$ cat config.mk
export PLATFORM = sky130hd
export DESIGN_NAME = arc_converter
export DESIGN_NICKNAME = d
export VERILOG_FILES = /design/src/pkg/arc_pkg.sv /design/src/core/arc_converter.sv
export SDC_FILE = /design/constraint.sdc
export NUM_CORES = 2
export LEC_CHECK = 0
export BUFFER_PORTS_ARGS = -buffer_cell sky130_fd_sc_hd__buf_2
export CAP_MARGIN = 20
export CORE_UTILIZATION = 56
export DETAILED_ROUTE_END_ITERATION = 7
export PLACE_DENSITY = 0.77
export SLEW_MARGIN = 20
export SYNTH_ARGS = -nofsm -noshare
export SYNTH_HDL_FRONTEND = slang
export SYNTH_SLANG_ARGS = --single-unit
$ cat constraint.sdc
create_clock -name clk_in -period 8.6 [get_ports clk_in]
set_input_delay 0 -clock clk_in [delete_from_list [all_inputs] [get_ports clk_in]]
set_output_delay 0 -clock clk_in [all_outputs]
set_load 0.01 [all_outputs]
$ cat src/pkg/arc_pkg.sv
// Purpose: shared constants for the audio rate converter with density port
// Assumes: one 40 MHz system clock, synchronous active-high reset
// Notes: offsets are byte addresses on the plain register port
package arc_pkg;

	// clock and widths
	localparam int unsigned CLK_HZ = 40_000_000;
	localparam int RATE_W = 18;
	localparam int ACC_W = 26;
	localparam int SAMP_W = 24;
	localparam int HALF_W = 9;

	// register offsets
	localparam logic [7:0] OFS_CTRL = 8'h00;
	localparam logic [7:0] OFS_ROUTE = 8'h04;
	localparam logic [7:0] OFS_IN_A = 8'h08;
	localparam logic [7:0] OFS_IN_B = 8'h0C;
	localparam logic [7:0] OFS_OUT_A = 8'h10;
	localparam logic [7:0] OFS_OUT_B = 8'h14;
	localparam logic [7:0] OFS_IN_RATE = 8'h18;
	localparam logic [7:0] OFS_OUT_RATE = 8'h1C;
	localparam logic [7:0] OFS_DCLK_DIV = 8'h20;

	// converter_control field positions
	localparam int CTRL_IN_AUTO = 0;
	localparam int CTRL_OUT_AUTO = 1;
	localparam int CTRL_DCLK_RUN = 2;
	localparam int CTRL_LR_SWAP = 3;
	localparam int CTRL_RATE_ODD = 8;

	// audio_route_select field positions
	localparam int ROUTE_SRC_LSB = 0;
	localparam int ROUTE_DENS_OUT = 2;
	localparam int ROUTE_SER_OUT = 3;

	// input source selection
	typedef enum logic [1:0] {
		SRC_REG = 2'b00,
		SRC_SERIAL = 2'b01,
		SRC_DENS = 2'b10
	} arc_src_t;

	// sample rate limits, also the 8 kHz resampling step
	localparam logic [RATE_W-1:0] RATE_MIN = 18'h01F40;
	localparam logic [RATE_W-1:0] RATE_MAX = 18'h2EE00;
	localparam logic [RATE_W-1:0] RATE_STEP = 18'h01F40;
	localparam logic [RATE_W-1:0] RST_RATE = 18'h0BB80;

	// density bit clock range and derived half-period counts
	localparam int unsigned DCLK_MIN_HZ = 62_500;
	localparam int unsigned DCLK_MAX_HZ = 4_000_000;
	localparam int unsigned DCLK_HALF_MIN_CYC = CLK_HZ / (2 * DCLK_MAX_HZ);
	localparam int unsigned DCLK_HALF_MAX_CYC = CLK_HZ / (2 * DCLK_MIN_HZ);
	localparam logic [HALF_W-1:0] RST_DCLK_HALF = 9'h014;

	// density decimation: bits per sample and zero level of the count
	localparam logic [5:0] DENS_LAST_BIT = 6'h3F;
	localparam logic [7:0] DENS_ZERO = 8'h20;

	// rate measurement window
	localparam int unsigned MEAS_WINDOW_MS = 1000;
	localparam int unsigned MEAS_WINDOW_CYC = CLK_HZ / 1000 * MEAS_WINDOW_MS;

endpackage : arc_pkg

$ cat src/core/arc_converter.sv
// Purpose: audio sample rate converter with density-modulated serial port
// Assumes: all inputs synchronous to clk_in; reads answer one cycle later
// Notes: conversion core is a zero-order hold between input and output ticks
//
// The address map and the strobed register port are this design's own decisions.
`timescale 1ns/100ps
`default_nettype none

module arc_converter #(
	parameter int unsigned MEAS_WINDOW_CYCLES = arc_pkg::MEAS_WINDOW_CYC
) (
	// clock and reset
	input wire logic clk_in,
	input wire logic reset_in,
	// register port
	input wire logic [7:0] reg_addr_in,
	input wire logic [31:0] reg_wdata_in,
	input wire logic reg_write_in,
	input wire logic reg_read_in,
	output logic [31:0] reg_rdata_out,
	// serial audio controller side
	input wire logic [arc_pkg::SAMP_W-1:0] serial_in_left_in,
	input wire logic [arc_pkg::SAMP_W-1:0] serial_in_right_in,
	input wire logic serial_audio_frame_sync_in,
	input wire logic serial_out_frame_sync_in,
	output logic [arc_pkg::SAMP_W-1:0] serial_out_left_out,
	output logic [arc_pkg::SAMP_W-1:0] serial_out_right_out,
	// density-modulated port
	output logic density_bit_clock_out,
	input wire logic density_data_in,
	output logic density_data_out,
	// sync interrupts
	output logic input_sample_irq_out,
	output logic output_sample_irq_out
);
	import arc_pkg::*;

	////////////////////////////////////////////////////////////////////////
	// helpers

	// keep a programmed rate inside the supported band
	function automatic logic [RATE_W-1:0] clamp_rate(input logic [31:0] v);
		if (v < 32'(RATE_MIN)) begin
			clamp_rate = RATE_MIN;
		end else if (v > 32'(RATE_MAX)) begin
			clamp_rate = RATE_MAX;
		end else begin
			clamp_rate = v[RATE_W-1:0];
		end
	endfunction : clamp_rate

	// ones count over 64 bits to a left aligned signed sample
	function automatic logic [SAMP_W-1:0] dens_to_sample(input logic [6:0] n);
		logic [7:0] d;
		d = {1'b0, n} - DENS_ZERO;
		dens_to_sample = {d[6:0], 17'h00000};
	endfunction : dens_to_sample

	////////////////////////////////////////////////////////////////////////
	// control registers

	logic in_auto;
	logic out_auto;
	logic dclk_run;
	logic lr_swap;
	arc_src_t route_src;
	logic dens_out_sel;
	logic ser_out_sel;
	logic [HALF_W-1:0] dclk_half;
	logic [RATE_W-1:0] in_rate_man;
	logic [RATE_W-1:0] out_rate_man;
	logic [SAMP_W-1:0] in_word_a;
	logic [SAMP_W-1:0] in_word_b;
	logic [SAMP_W-1:0] wd_hi;

	assign wd_hi = reg_wdata_in[31:8];

	// software writes steer mode, routing, rates and bit clock
	always_ff @(posedge clk_in) begin
		if (reset_in) begin
			in_auto <= 1'b0;
			out_auto <= 1'b0;
			dclk_run <= 1'b0;
			lr_swap <= 1'b0;
			route_src <= SRC_REG;
			dens_out_sel <= 1'b0;
			ser_out_sel <= 1'b0;
			dclk_half <= RST_DCLK_HALF;
			in_rate_man <= RST_RATE;
			out_rate_man <= RST_RATE;
		end else if (reg_write_in) begin
			case (reg_addr_in)
				OFS_CTRL: begin
					in_auto <= reg_wdata_in[CTRL_IN_AUTO];
					out_auto <= reg_wdata_in[CTRL_OUT_AUTO];
					dclk_run <= reg_wdata_in[CTRL_DCLK_RUN];
					lr_swap <= reg_wdata_in[CTRL_LR_SWAP];
				end
				OFS_ROUTE: begin
					route_src <= arc_src_t'(reg_wdata_in[ROUTE_SRC_LSB +: 2]);
					dens_out_sel <= reg_wdata_in[ROUTE_DENS_OUT];
					ser_out_sel <= reg_wdata_in[ROUTE_SER_OUT];
				end
				OFS_IN_RATE: in_rate_man <= clamp_rate(reg_wdata_in);
				OFS_OUT_RATE: out_rate_man <= clamp_rate(reg_wdata_in);
				OFS_DCLK_DIV: begin
					// clamp keeps the bit clock between 62.5 kHz and 4 MHz
					if (reg_wdata_in < 32'(DCLK_HALF_MIN_CYC)) begin
						dclk_half <= HALF_W'(DCLK_HALF_MIN_CYC);
					end else if (reg_wdata_in > 32'(DCLK_HALF_MAX_CYC)) begin
						dclk_half <= HALF_W'(DCLK_HALF_MAX_CYC);
					end else begin
						dclk_half <= reg_wdata_in[HALF_W-1:0];
					end
				end
				default: ;
			endcase
		end
	end

	// input words are single buffered: a second write overwrites the first
	always_ff @(posedge clk_in) begin
		if (reset_in) begin
			in_word_a <= '0;
			in_word_b <= '0;
		end else if (reg_write_in && reg_addr_in == OFS_IN_A) begin
			in_word_a <= wd_hi;
		end else if (reg_write_in && reg_addr_in == OFS_IN_B) begin
			in_word_b <= wd_hi;
		end
	end

	////////////////////////////////////////////////////////////////////////
	// density bit clock

	logic [HALF_W-1:0] half_cnt;
	logic dclk;
	logic dclk_edge;
	logic fall_evt;
	logic rise_evt;

	assign dclk_edge = dclk_run && (half_cnt >= dclk_half - 9'h001);
	assign fall_evt = dclk_edge && dclk;
	assign rise_evt = dclk_edge && !dclk;
	assign density_bit_clock_out = dclk;

	// divided from the system clock; parked low while stopped for sleep
	always_ff @(posedge clk_in) begin
		if (reset_in || !dclk_run) begin
			half_cnt <= '0;
			dclk <= 1'b0;
		end else if (dclk_edge) begin
			half_cnt <= '0;
			dclk <= ~dclk;
		end else begin
			half_cnt <= half_cnt + 9'h001;
		end
	end

	////////////////////////////////////////////////////////////////////////
	// density input decimation

	logic [5:0] bit_cnt;
	logic [6:0] ones_l;
	logic [6:0] ones_r;
	logic [6:0] ones_r_next;
	logic dens_frame;
	logic [SAMP_W-1:0] dens_l;
	logic [SAMP_W-1:0] dens_r;

	assign ones_r_next = ones_r + {6'h00, density_data_in};

	// one sample per 64 bit clocks, so the measured rate is bit clock / 64
	always_ff @(posedge clk_in) begin
		if (reset_in || !dclk_run) begin
			bit_cnt <= '0;
			ones_l <= '0;
			ones_r <= '0;
			dens_frame <= 1'b0;
		end else begin
			dens_frame <= 1'b0;
			if (fall_evt) begin
				ones_l <= ones_l + {6'h00, density_data_in};
			end
			if (rise_evt) begin
				if (bit_cnt == DENS_LAST_BIT) begin
					bit_cnt <= '0;
					ones_l <= '0;
					ones_r <= '0;
					dens_frame <= 1'b1;
				end else begin
					bit_cnt <= bit_cnt + 6'h01;
					ones_r <= ones_r_next;
				end
			end
		end
	end

	// decimated samples, left aligned like the linear path
	always_ff @(posedge clk_in) begin
		if (reset_in) begin
			dens_l <= '0;
			dens_r <= '0;
		end else if (rise_evt && bit_cnt == DENS_LAST_BIT) begin
			dens_l <= dens_to_sample(ones_l);
			dens_r <= dens_to_sample(ones_r_next);
		end
	end

	////////////////////////////////////////////////////////////////////////
	// rate ticks: side 0 is input, side 1 is output

	logic fs_in_q;
	logic fs_out_q;
	logic ser2ser;
	logic rate_odd;
	logic [1:0] auto_eff;
	logic [1:0] auto_tick;
	logic [1:0] tick;
	logic [RATE_W-1:0] rate_sel [2];
	logic [RATE_W-1:0] meas [2];

	// frame sync edge detection
	always_ff @(posedge clk_in) begin
		if (reset_in) begin
			fs_in_q <= 1'b0;
			fs_out_q <= 1'b0;
		end else begin
			fs_in_q <= serial_audio_frame_sync_in;
			fs_out_q <= serial_out_frame_sync_in;
		end
	end

	// a density path always runs its side from the bit clock
	assign auto_eff[0] = in_auto || (route_src == SRC_DENS);
	assign auto_eff[1] = out_auto || dens_out_sel;
	assign auto_tick[0] = (route_src == SRC_DENS) ? dens_frame :
		(serial_audio_frame_sync_in && !fs_in_q);
	assign auto_tick[1] = dens_out_sel ? dens_frame :
		(serial_out_frame_sync_in && !fs_out_q);

	// serial to serial resampling rounds the output rate down to 8 kHz steps
	assign ser2ser = (route_src == SRC_SERIAL) && ser_out_sel;
	assign rate_odd = (out_rate_man % RATE_STEP) != '0;
	assign rate_sel[0] = in_rate_man;
	assign rate_sel[1] = ser2ser ? out_rate_man - (out_rate_man % RATE_STEP)
		: out_rate_man;

	for (genvar s = 0; s < 2; s++) begin : g_side
		logic [ACC_W-1:0] acc;
		logic [ACC_W:0] acc_sum;
		logic man_tick;
		logic [31:0] win_cnt;
		logic [RATE_W-1:0] ev_cnt;
		logic [RATE_W-1:0] meas_r;

		assign acc_sum = {1'b0, acc} + {{(ACC_W + 1 - RATE_W){1'b0}}, rate_sel[s]};

		// phase accumulator: rate ticks per CLK_HZ cycles, no divider needed
		always_ff @(posedge clk_in) begin
			if (reset_in) begin
				acc <= '0;
				man_tick <= 1'b0;
			end else if (acc_sum >= (ACC_W + 1)'(CLK_HZ)) begin
				acc <= ACC_W'(acc_sum - (ACC_W + 1)'(CLK_HZ));
				man_tick <= 1'b1;
			end else begin
				acc <= acc_sum[ACC_W-1:0];
				man_tick <= 1'b0;
			end
		end

		assign tick[s] = auto_eff[s] ? auto_tick[s] : man_tick;

		// count sync events over a fixed window; the count is the rate in Hz
		always_ff @(posedge clk_in) begin
			if (reset_in) begin
				win_cnt <= '0;
				ev_cnt <= '0;
				meas_r <= '0;
			end else if (win_cnt == MEAS_WINDOW_CYCLES - 1) begin
				win_cnt <= '0;
				ev_cnt <= '0;
				meas_r <= ev_cnt + {{(RATE_W - 1){1'b0}}, auto_tick[s]};
			end else begin
				win_cnt <= win_cnt + 32'h00000001;
				ev_cnt <= ev_cnt + {{(RATE_W - 1){1'b0}}, auto_tick[s]};
			end
		end

		assign meas[s] = meas_r;
	end

	////////////////////////////////////////////////////////////////////////
	// conversion core and sync interrupts

	logic [SAMP_W-1:0] hold_a;
	logic [SAMP_W-1:0] hold_b;
	logic [SAMP_W-1:0] out_a;
	logic [SAMP_W-1:0] out_b;

	// input tick captures both channels from the selected source
	always_ff @(posedge clk_in) begin
		if (reset_in) begin
			hold_a <= '0;
			hold_b <= '0;
		end else if (tick[0]) begin
			unique case (route_src)
				SRC_SERIAL: begin
					hold_a <= serial_in_left_in;
					hold_b <= serial_in_right_in;
				end
				SRC_DENS: begin
					hold_a <= dens_l;
					hold_b <= dens_r;
				end
				SRC_REG: begin
					hold_a <= in_word_a;
					hold_b <= in_word_b;
				end
				default: begin
					hold_a <= in_word_a;
					hold_b <= in_word_b;
				end
			endcase
		end
	end

	// output tick presents the held pair to registers and serial port
	always_ff @(posedge clk_in) begin
		if (reset_in) begin
			out_a <= '0;
			out_b <= '0;
			serial_out_left_out <= '0;
			serial_out_right_out <= '0;
		end else if (tick[1]) begin
			out_a <= hold_a;
			out_b <= hold_b;
			serial_out_left_out <= ser_out_sel ? hold_a : '0;
			serial_out_right_out <= ser_out_sel ? hold_b : '0;
		end
	end

	// one-cycle pulses; edge inputs see one event and need no clearing
	always_ff @(posedge clk_in) begin
		if (reset_in) begin
			input_sample_irq_out <= 1'b0;
			output_sample_irq_out <= 1'b0;
		end else begin
			input_sample_irq_out <= tick[0];
			output_sample_irq_out <= tick[1];
		end
	end

	////////////////////////////////////////////////////////////////////////
	// density output modulators, one per channel

	logic [1:0] dbit;
	logic slot_l;
	logic slot_r;

	for (genvar c = 0; c < 2; c++) begin : g_mod
		logic [25:0] err;
		logic [SAMP_W-1:0] x;

		assign x = (c == 0) ? out_a : out_b;

		// first order loop, one step per bit clock period
		always_ff @(posedge clk_in) begin
			if (reset_in) begin
				err <= '0;
				dbit[c] <= 1'b0;
			end else if (rise_evt) begin
				dbit[c] <= ~err[25];
				err <= err + {{2{x[SAMP_W-1]}}, x} -
					(err[25] ? 26'h3800000 : 26'h0800000);
			end
		end
	end

	// slot swap lets either device take either channel
	assign slot_l = lr_swap ? dbit[1] : dbit[0];
	assign slot_r = lr_swap ? dbit[0] : dbit[1];

	always_ff @(posedge clk_in) begin
		if (reset_in) begin
			density_data_out <= 1'b0;
		end else if (!dens_out_sel) begin
			density_data_out <= 1'b0;
		end else if (fall_evt) begin
			density_data_out <= slot_l;
		end else if (rise_evt) begin
			density_data_out <= slot_r;
		end
	end

	////////////////////////////////////////////////////////////////////////
	// register read port, data in the cycle after the strobe

	logic [31:0] ctrl_rd;

	always_comb begin
		ctrl_rd = '0;
		ctrl_rd[CTRL_IN_AUTO] = in_auto;
		ctrl_rd[CTRL_OUT_AUTO] = out_auto;
		ctrl_rd[CTRL_DCLK_RUN] = dclk_run;
		ctrl_rd[CTRL_LR_SWAP] = lr_swap;
		ctrl_rd[CTRL_RATE_ODD] = rate_odd;
	end

	// unmapped offsets and idle cycles read zero
	always_ff @(posedge clk_in) begin
		if (reset_in || !reg_read_in) begin
			reg_rdata_out <= '0;
		end else begin
			case (reg_addr_in)
				OFS_CTRL: reg_rdata_out <= ctrl_rd;
				OFS_ROUTE: reg_rdata_out <= {28'h0000000, ser_out_sel,
					dens_out_sel, route_src};
				OFS_IN_A: reg_rdata_out <= {in_word_a, 8'h00};
				OFS_IN_B: reg_rdata_out <= {in_word_b, 8'h00};
				OFS_OUT_A: reg_rdata_out <= {out_a, 8'h00};
				OFS_OUT_B: reg_rdata_out <= {out_b, 8'h00};
				OFS_IN_RATE: reg_rdata_out <= {14'h0000,
					auto_eff[0] ? meas[0] : in_rate_man};
				OFS_OUT_RATE: reg_rdata_out <= {14'h0000,
					auto_eff[1] ? meas[1] : out_rate_man};
				OFS_DCLK_DIV: reg_rdata_out <= {23'h000000, dclk_half};
				default: reg_rdata_out <= '0;
			endcase
		end
	end
endmodule : arc_converter

`default_nettype wire

======== Word level (Yosys, flattened, before mapping) ========
Cells that the tools add are included.
storage, ports and cells
  flip-flop bits (word level) ............. 571
  bits of input ports ..................... 95
  output and inout port bits .............. 84
  word-level logic and storage cells ...... 157
cells by class
  add/subtract/negate cells ............... 20
  div/mod/pow operators ................... 1
  magnitude comparators ................... 7
  equal/unequal tests ..................... 13
  muxes and demuxes ....................... 32
  bitwise gates (word level) .............. 6
  reduce and logical (&&, ||, !) cells .... 32
operators with widths
  kind                                                                 count
  case mux 32 bit (9 select lines)                                     1
  two-way mux 26 bit                                                   4
  case mux 24 bit (2 select lines)                                     2
  two-way mux 18 bit                                                   5
  adder 32 x 1 -> 32 bit, second input constant                        2
  == test 32 x 26 -> 1 bit, second input constant                      2
  adder 26 x 18 -> 27 bit                                              2
  greater-or-equal comparator 27 x 26 -> 1 bit, second input constant  2
  adder 26 bit                                                         2
  subtractor 26 bit                                                    2
  subtractor 26 bit, second input constant                             2
  two-way mux 24 bit                                                   2
  adder 18 x 1 -> 18 bit                                               2
  == test 8 x 5 -> 1 bit, second input constant                        4
  > comparator 32 x 18 -> 1 bit, second input constant                 1
  > comparator 32 x 9 -> 1 bit, second input constant                  1
  less-than comparator 32 x 13 -> 1 bit, second input constant         1
  less-than comparator 32 x 3 -> 1 bit, second input constant          1
  two-way mux 7 bit                                                    4
  modulo 18 x 13 -> 18 bit, second input constant                      1
  two-way mux 9 bit                                                    2
  nonzero test 18 bit                                                  1
  subtractor 18 bit                                                    1
  == test 8 x 4 -> 1 bit, second input constant                        2
  other kinds (21)                                                     62

======== Depth between registers and ports, before layout ========
  depth after elaboration ................. 7
  gate-level depth with buffers ........... 39

======== Worst setup path before layout ========
Ideal clock, no wire load.
  kind .................................... reg-to-reg
  start ................................... reg out_rate_man[10]
  end ..................................... reg g_side[1].acc[17]
  setup time .............................. 70 ps
  arrival time ............................ 8,175 ps
  data required time ...................... 8,530 ps
  path slack .............................. 354 ps
  stages on the path, launching flop included .. 36
  period minus slack after synthesis ...... 8,246 ps
  cell sequence ........................... dfxtp_1 -> buf_2 -> or3b_1 -> a32oi_1 -> nand3_1 -> o21ai_2 -> mux2i_1 -> nor2_1 -> o21ai_1 -> o21ai_0 -> o32a_1 -> nand3_1 -> mux2i_1 -> a21oi_2 -> nor2_1 -> xor2_1 -> ha_1 -> a21o_1 -> a21o_1 -> a21oi_1 -> o21bai_1 -> a21o_1 -> o21a_1 -> or2_1 -> o31ai_1 -> ha_1 -> and3_1 -> and3_1 -> o311a_1 -> nor3_1 -> o2111ai_1 -> o211ai_1 -> nand2_1 -> clkbuf_1 -> a21o_1 -> a21oi_1
between the ends
  longest elaborated chain between the ends .. 6
  elaborated cells on any way between the ends .. 7
  classes of those cells .................. 3 x add/sub; 1 x div; 1 x order compare; 2 x mux
RTL lines
  what                                                                               line                                        source
  from (decl)                                                                        arc_converter.sv:71                         logic [RATE_W-1:0] out_rate_man;
  from (signal assigned)                                                             arc_converter.sv:105                        OFS_OUT_RATE: out_rate_man <= clamp_rate(reg_wdata_in);
  modulo 18 x 13 -> 18 bit                                                           arc_converter.sv:246                        assign rate_sel[1] = ser2ser ? out_rate_man - (out_rate_man % RATE_STEP)
  subtractor 18 bit                                                                  arc_converter.sv:246
  two-way mux 18 bit *                                                               arc_converter.sv:246
  adder 26 x 18 -> 27 bit *                                                          arc_converter.sv:257                        assign acc_sum = {1'b0, acc} + {{(ACC_W + 1 - RATE_W){1'b0}}, rate_sel[s]};
  subtractor 26 bit or greater-or-equal comparator 27 x 26 -> 1 bit (tied branches)  arc_converter.sv:265, arc_converter.sv:264
  two-way mux 26 bit *                                                               arc_converter.sv:264                        end else if (acc_sum >= (ACC_W + 1)'(CLK_HZ)) begin
  to (signal assigned)                                                               arc_converter.sv:265                        acc <= ACC_W'(acc_sum - (ACC_W + 1)'(CLK_HZ));
  to (signal assigned)                                                               arc_converter.sv:268                        acc <= acc_sum[ACC_W-1:0];
  to (decl)                                                                          arc_converter.sv:250                        logic [ACC_W-1:0] acc;
Mark *: on every way between the ends. The rest lies on a longest branch, timed or not.
A chain may end at the register's enable or synchronous reset.

======== Worst setup path after layout ========
  start ................................... reg out_rate_man[11]
  end ..................................... reg g_side[1].acc[10]
Same word-level chain as after synthesis.

==> metrics.md <==
| Metric | Value |
|---|---|
| DR pass1 iterations | 6 |
| Setup crit start | out_rate_man[11] |
| Clock sink total | 571 |
| Leading cell types by count after synthesis | 572 x nand2_1, 571 x dfxtp_1, 398 x nor2_1 |
| Data arrival at the endpoint of the critical path | 8.67 ns |
| Initial standard-cell utilization of the core | 56.73% |
| Post-synthesis register bit count | 571 |
| Power density over cell area | 175.2 nW/µm² |
| Core footprint | around 54000 µm² |
| Min-Delay Startpoint | reg_addr_in[2] |
| Violation count after the first detailed-routing iteration | 2732 |
| Placer's final routability congestion estimate | 0.9424 |
| Required time of the critical path | 9.15 ns |
| Synth Warn # | 0 |
| Pin count of the biggest net entering global routing | about 190 |
| Post-synthesis instance area | 30530 µm² |
| DIE AREA | 55450 µm² |
| Avg Inst Size Synth | 7.809 µm² |
| Critical path's slowest cell | dfxtp_2 |
| Maximum net fanout on the critical path | 13 |
| Non-filler cells in the finished layout | around 4900 |
| CTS tree | done |
| Startpoint of the most critical register-to-register path | out_rate_man[11] |
| Portion of total power attributed to sequential cells | 43.4% |
| Share of synthesized cell area in and, or, nand and nor gates | between 20 and 25% |
| Final wirelength | 93080 µm |
| Cell type with the highest aggregate area in the netlist | dfxtp_1 |
| Worst-case headroom to the max-slew limit | 19.40% |
| Max Clock Freq | 123.1 MHz |
| Clock H-tree levels | 2 |
| Critical path buffer and inverter count | 2 |
| Pins Over Slew Limit | 0 |
| XOR/XNOR share of the synthesized area | between 6 and 7% |
| Final clock period utilization by the worst path | between 90% and 100% |
| Number of distinct library cell variants in the gate-level netlist after synthesis | 88 |
| Number of placed I/O pins | between 150 and 200 |
| EDFF count, synth | 0 |
| Worst-Margin Slew | 1.206 ns |
| Switching power | about 1.6 mW |
| Max cap viols | 0 |
| Insertion delay of the later-clocked pin in the worst-skew pair | about 0.66 ns |
| Compound-Gate Fraction of Synth Area | 18.71% |
| Post-route antenna net violation count | 0 |
| Status | completed |
| Worst hold slack | about 0.063 ns |
| Gate count of the mapped netlist | 3909 |
| Portion of netlist area occupied by mux cells | 2.004% |
| Setup slack after placement | 0.01332 ns |
| Count of unresolved DRC violations after routing | 0 |
| Layout cell share with drive strength beyond 1 | 11.26% |
| Setup Crit Path Kind | register to register |
| Post-detailed-placement half-perimeter wirelength | 63150 µm |
| Overall via count from detail_route | 29224 |
| Leading post-synthesis cells by cell area | dfxtp_1 37%, nand2_1 7.0%, ha_1 6.9% |
| Min setup slack post-route | between 0.4 and 0.5 ns |
| Number of nets in the finished design | 4403 |
| CTS max path bufs | 3 |
| Placed Cells | 4667 |
| Routed len/inst | about 19 µm |
| Share of flip-flops with an asynchronous set or reset | 0% |
| Element type at the critical path start | register |
| Sequential element share of the synthesized area | 37.45% |
| Min Tclk post-route | 8.123 ns |
| Number of rows in the core area | 85 |
| Switching share of power | 26.24% |
| Setup Skew | between 0.05 and 0.06 ns |
| IR drop worst, VDD | 0.0002061 V |
| Synth Area in Adders | around 7.2% |
| Clk slew on worst S/H paths | roughly 0.060 ns |
| Final number of hold-violating endpoints | 0 |
| Count leader, synth | nand2_1 |
| Post-synth top area share | a little under two fifths |
| Type of the most critical hold path | input pin to register |
| Cell family with the largest share of critical-path delay | compound AO/OA/AOI/OAI gates |
| Portion of total power attributed to the clock network | 43.3% |
| Antenna violations before repair | 8 |
| First-pass GRT wire length | 145800 µm |
| Cell-internal power | 4.600 mW |
| Die width | around 240 µm |
| Setup Viol. Count Final | 0 |
| Area grow syn2layout | 16.61% |
| Total grt overflow | 0 |
| TritonCTS buffer count | 58 |
| Sum of negative setup slack | 0 ns |
| Die height | 235.5 µm |
| Clock root buffer | clkbuf_16 |
| Average vias per placed instance | 5.984 |
| Overall power | roughly 6.2 mW |
| Max stage delay on crit path | 0.47 ns |
| Static leakage | 13.85 nW |
| FILL cells | 4440 |
| Via count of the first global-routing pass | ~27000 |
| Primary flip-flop cell chosen by synthesis mapping | dfxtp_1 |
| Total track usage | roughly a third |
| Count of buffers inserted at the top-level ports | 178 |
| Combinational family with the most area after synthesis | simple AND/OR/NAND/NOR gates |
| Fraction of power consumed by combinational cells | 13.3% |
| Element type at the critical path end | register |
-- cell type report --
| class | count | area (µm²) | area share, % |
|---|---|---|---|
| Antenna cell | 6 | 15.01 | 0.04218 |
| Clock buffer | 81 | 1638 | 4.601 |
| Clock inverter | 26 | 411.6 | 1.156 |
| Inverter | 259 | 972.2 | 2.731 |
| Multi-Input combinational cell | 2877 | 17670 | 49.64 |
| Sequential cell | 571 | 11440 | 32.13 |
| Tap cell | 696 | 870.8 | 2.446 |
| Timing Repair Buffer | 368 | 2581 | 7.251 |
-- cells by family (layout without fill, tap and decap cells) --
family	after synthesis	after routing
AO/OA/AOI/OAI	902	902
XOR/XNOR	227	227
other	1	10
AND/OR/NAND/NOR	1510	1510
buffers and inverters	464	734
flip-flops	571	571
multiplexers	60	60
adder cells (fa/ha/maj)	174	174
-- worst reg2reg max path, delay by kind of cell (launching register included) --
kind                     cells  cell delay, ns
multiplexers                 1            0.22
AND/OR/NAND/NOR             11            2.02
flip-flops                   1            0.47
XOR/XNOR                     1            0.14
buffers and inverters        2            0.40
AO/OA/AOI/OAI               18            4.17
adder cells (fa/ha/maj)      2            0.59
-- power groups by stage --
stage	clock network (mW)	logic [mW]	registers [mW]
after floorplan	0	0.554	2.76
after global placement	0	0.745	2.76
after detailed placement	0	0.753	2.76
after CTS	2.73	0.797	2.71
after global routing	2.83	0.913	2.71
final	2.70	0.831	2.71
-- through the flow --
| stage | utilization (%) | area (µm²) |
|---|---|---|
| after floorplan | - | 30540 |
| after global placement | 59.96 | 32270 |
| after detailed placement | 59.97 | 32270 |
| after CTS | 65.58 | 35290 |
| after global routing | 66.14 | 35590 |
| final | 66.15 | 35600 |
-- sequential cells by signal, summed over array words and instances (netlist names), 9 cells and up --
signal / count
g_side.win_cnt: 64
g_mod.err: 52
g_side.acc: 52
g_mod.x: 48
g_side.ev_cnt: 36
g_side.meas_r: 36
reg_rdata_out: 32
hold_a: 24
hold_b: 24
in_word_a: 24
in_word_b: 24
serial_out_left_out: 24
serial_out_right_out: 24
in_rate_man: 18
out_rate_man: 18
dclk_half: 9
half_cnt: 9
-- routing by layer --
layer  wire length (µm)  GRT usage [%]  vias up  share of wire [%]
li1                   -              -    14009                  -
met1              37230          40.35    13547                 40
met2              42890          53.68     1297                 46
met3               7005          5.769      367                7.5
met4               5930          18.72        4                6.4
met5                 24              0        -              0.026
-- cell usage in the layout (no fill, tap or decap), types with 14 or more instances in the layout --
| cell | count |
|---|---|
| a22oi_1 | 59 |
| mux2i_1 | 45 |
| and2_1 | 27 |
| dlygate4sd3_1 | 96 |
| a21o_1 | 45 |
| nor2b_1 | 22 |
| o21a_1 | 14 |
| clkbuf_16 | 58 |
| nor3_1 | 80 |
| xnor2_1 | 118 |
| ha_1 | 168 |
| nor4_1 | 24 |
| nor2_1 | 390 |
| xor2_1 | 109 |
| nand3_1 | 163 |
| and3_1 | 49 |
| nand4_1 | 35 |
| nand2_1 | 571 |
| dfxtp_1 | 565 |
| o22ai_1 | 18 |
| inv_1 | 257 |
| o211ai_1 | 29 |
| or3_1 | 26 |
| nand3b_1 | 15 |
| nand2b_1 | 21 |
| o21ai_0 | 102 |
| buf_2 | 178 |
| a221oi_1 | 40 |
| a21oi_1 | 383 |
| or2_2 | 23 |
| a31oi_1 | 23 |
| buf_4 | 91 |
| a211oi_1 | 73 |
-- what timing repair did --
item	CTS	global route
hold buffers	96	0
resized for setup	3	51
setup buffers	0	7
hold endpoints to repair	202	0
setup endpoints to repair	10	18
pin swaps	0	6
-- path summary, 6_finish.rpt --
path                                            endpoint  slack (ns)  cells past startpoint
worst min-delay path                        dens_out_sel        0.06                      5
worst min register to register  serial_out_right_out[17]        0.45                      2
worst max register to register         g_side[1].acc[10]        0.48                     35
worst max-delay path                   g_side[1].acc[10]        0.48                     35
(Power assumes the default switching activity.)
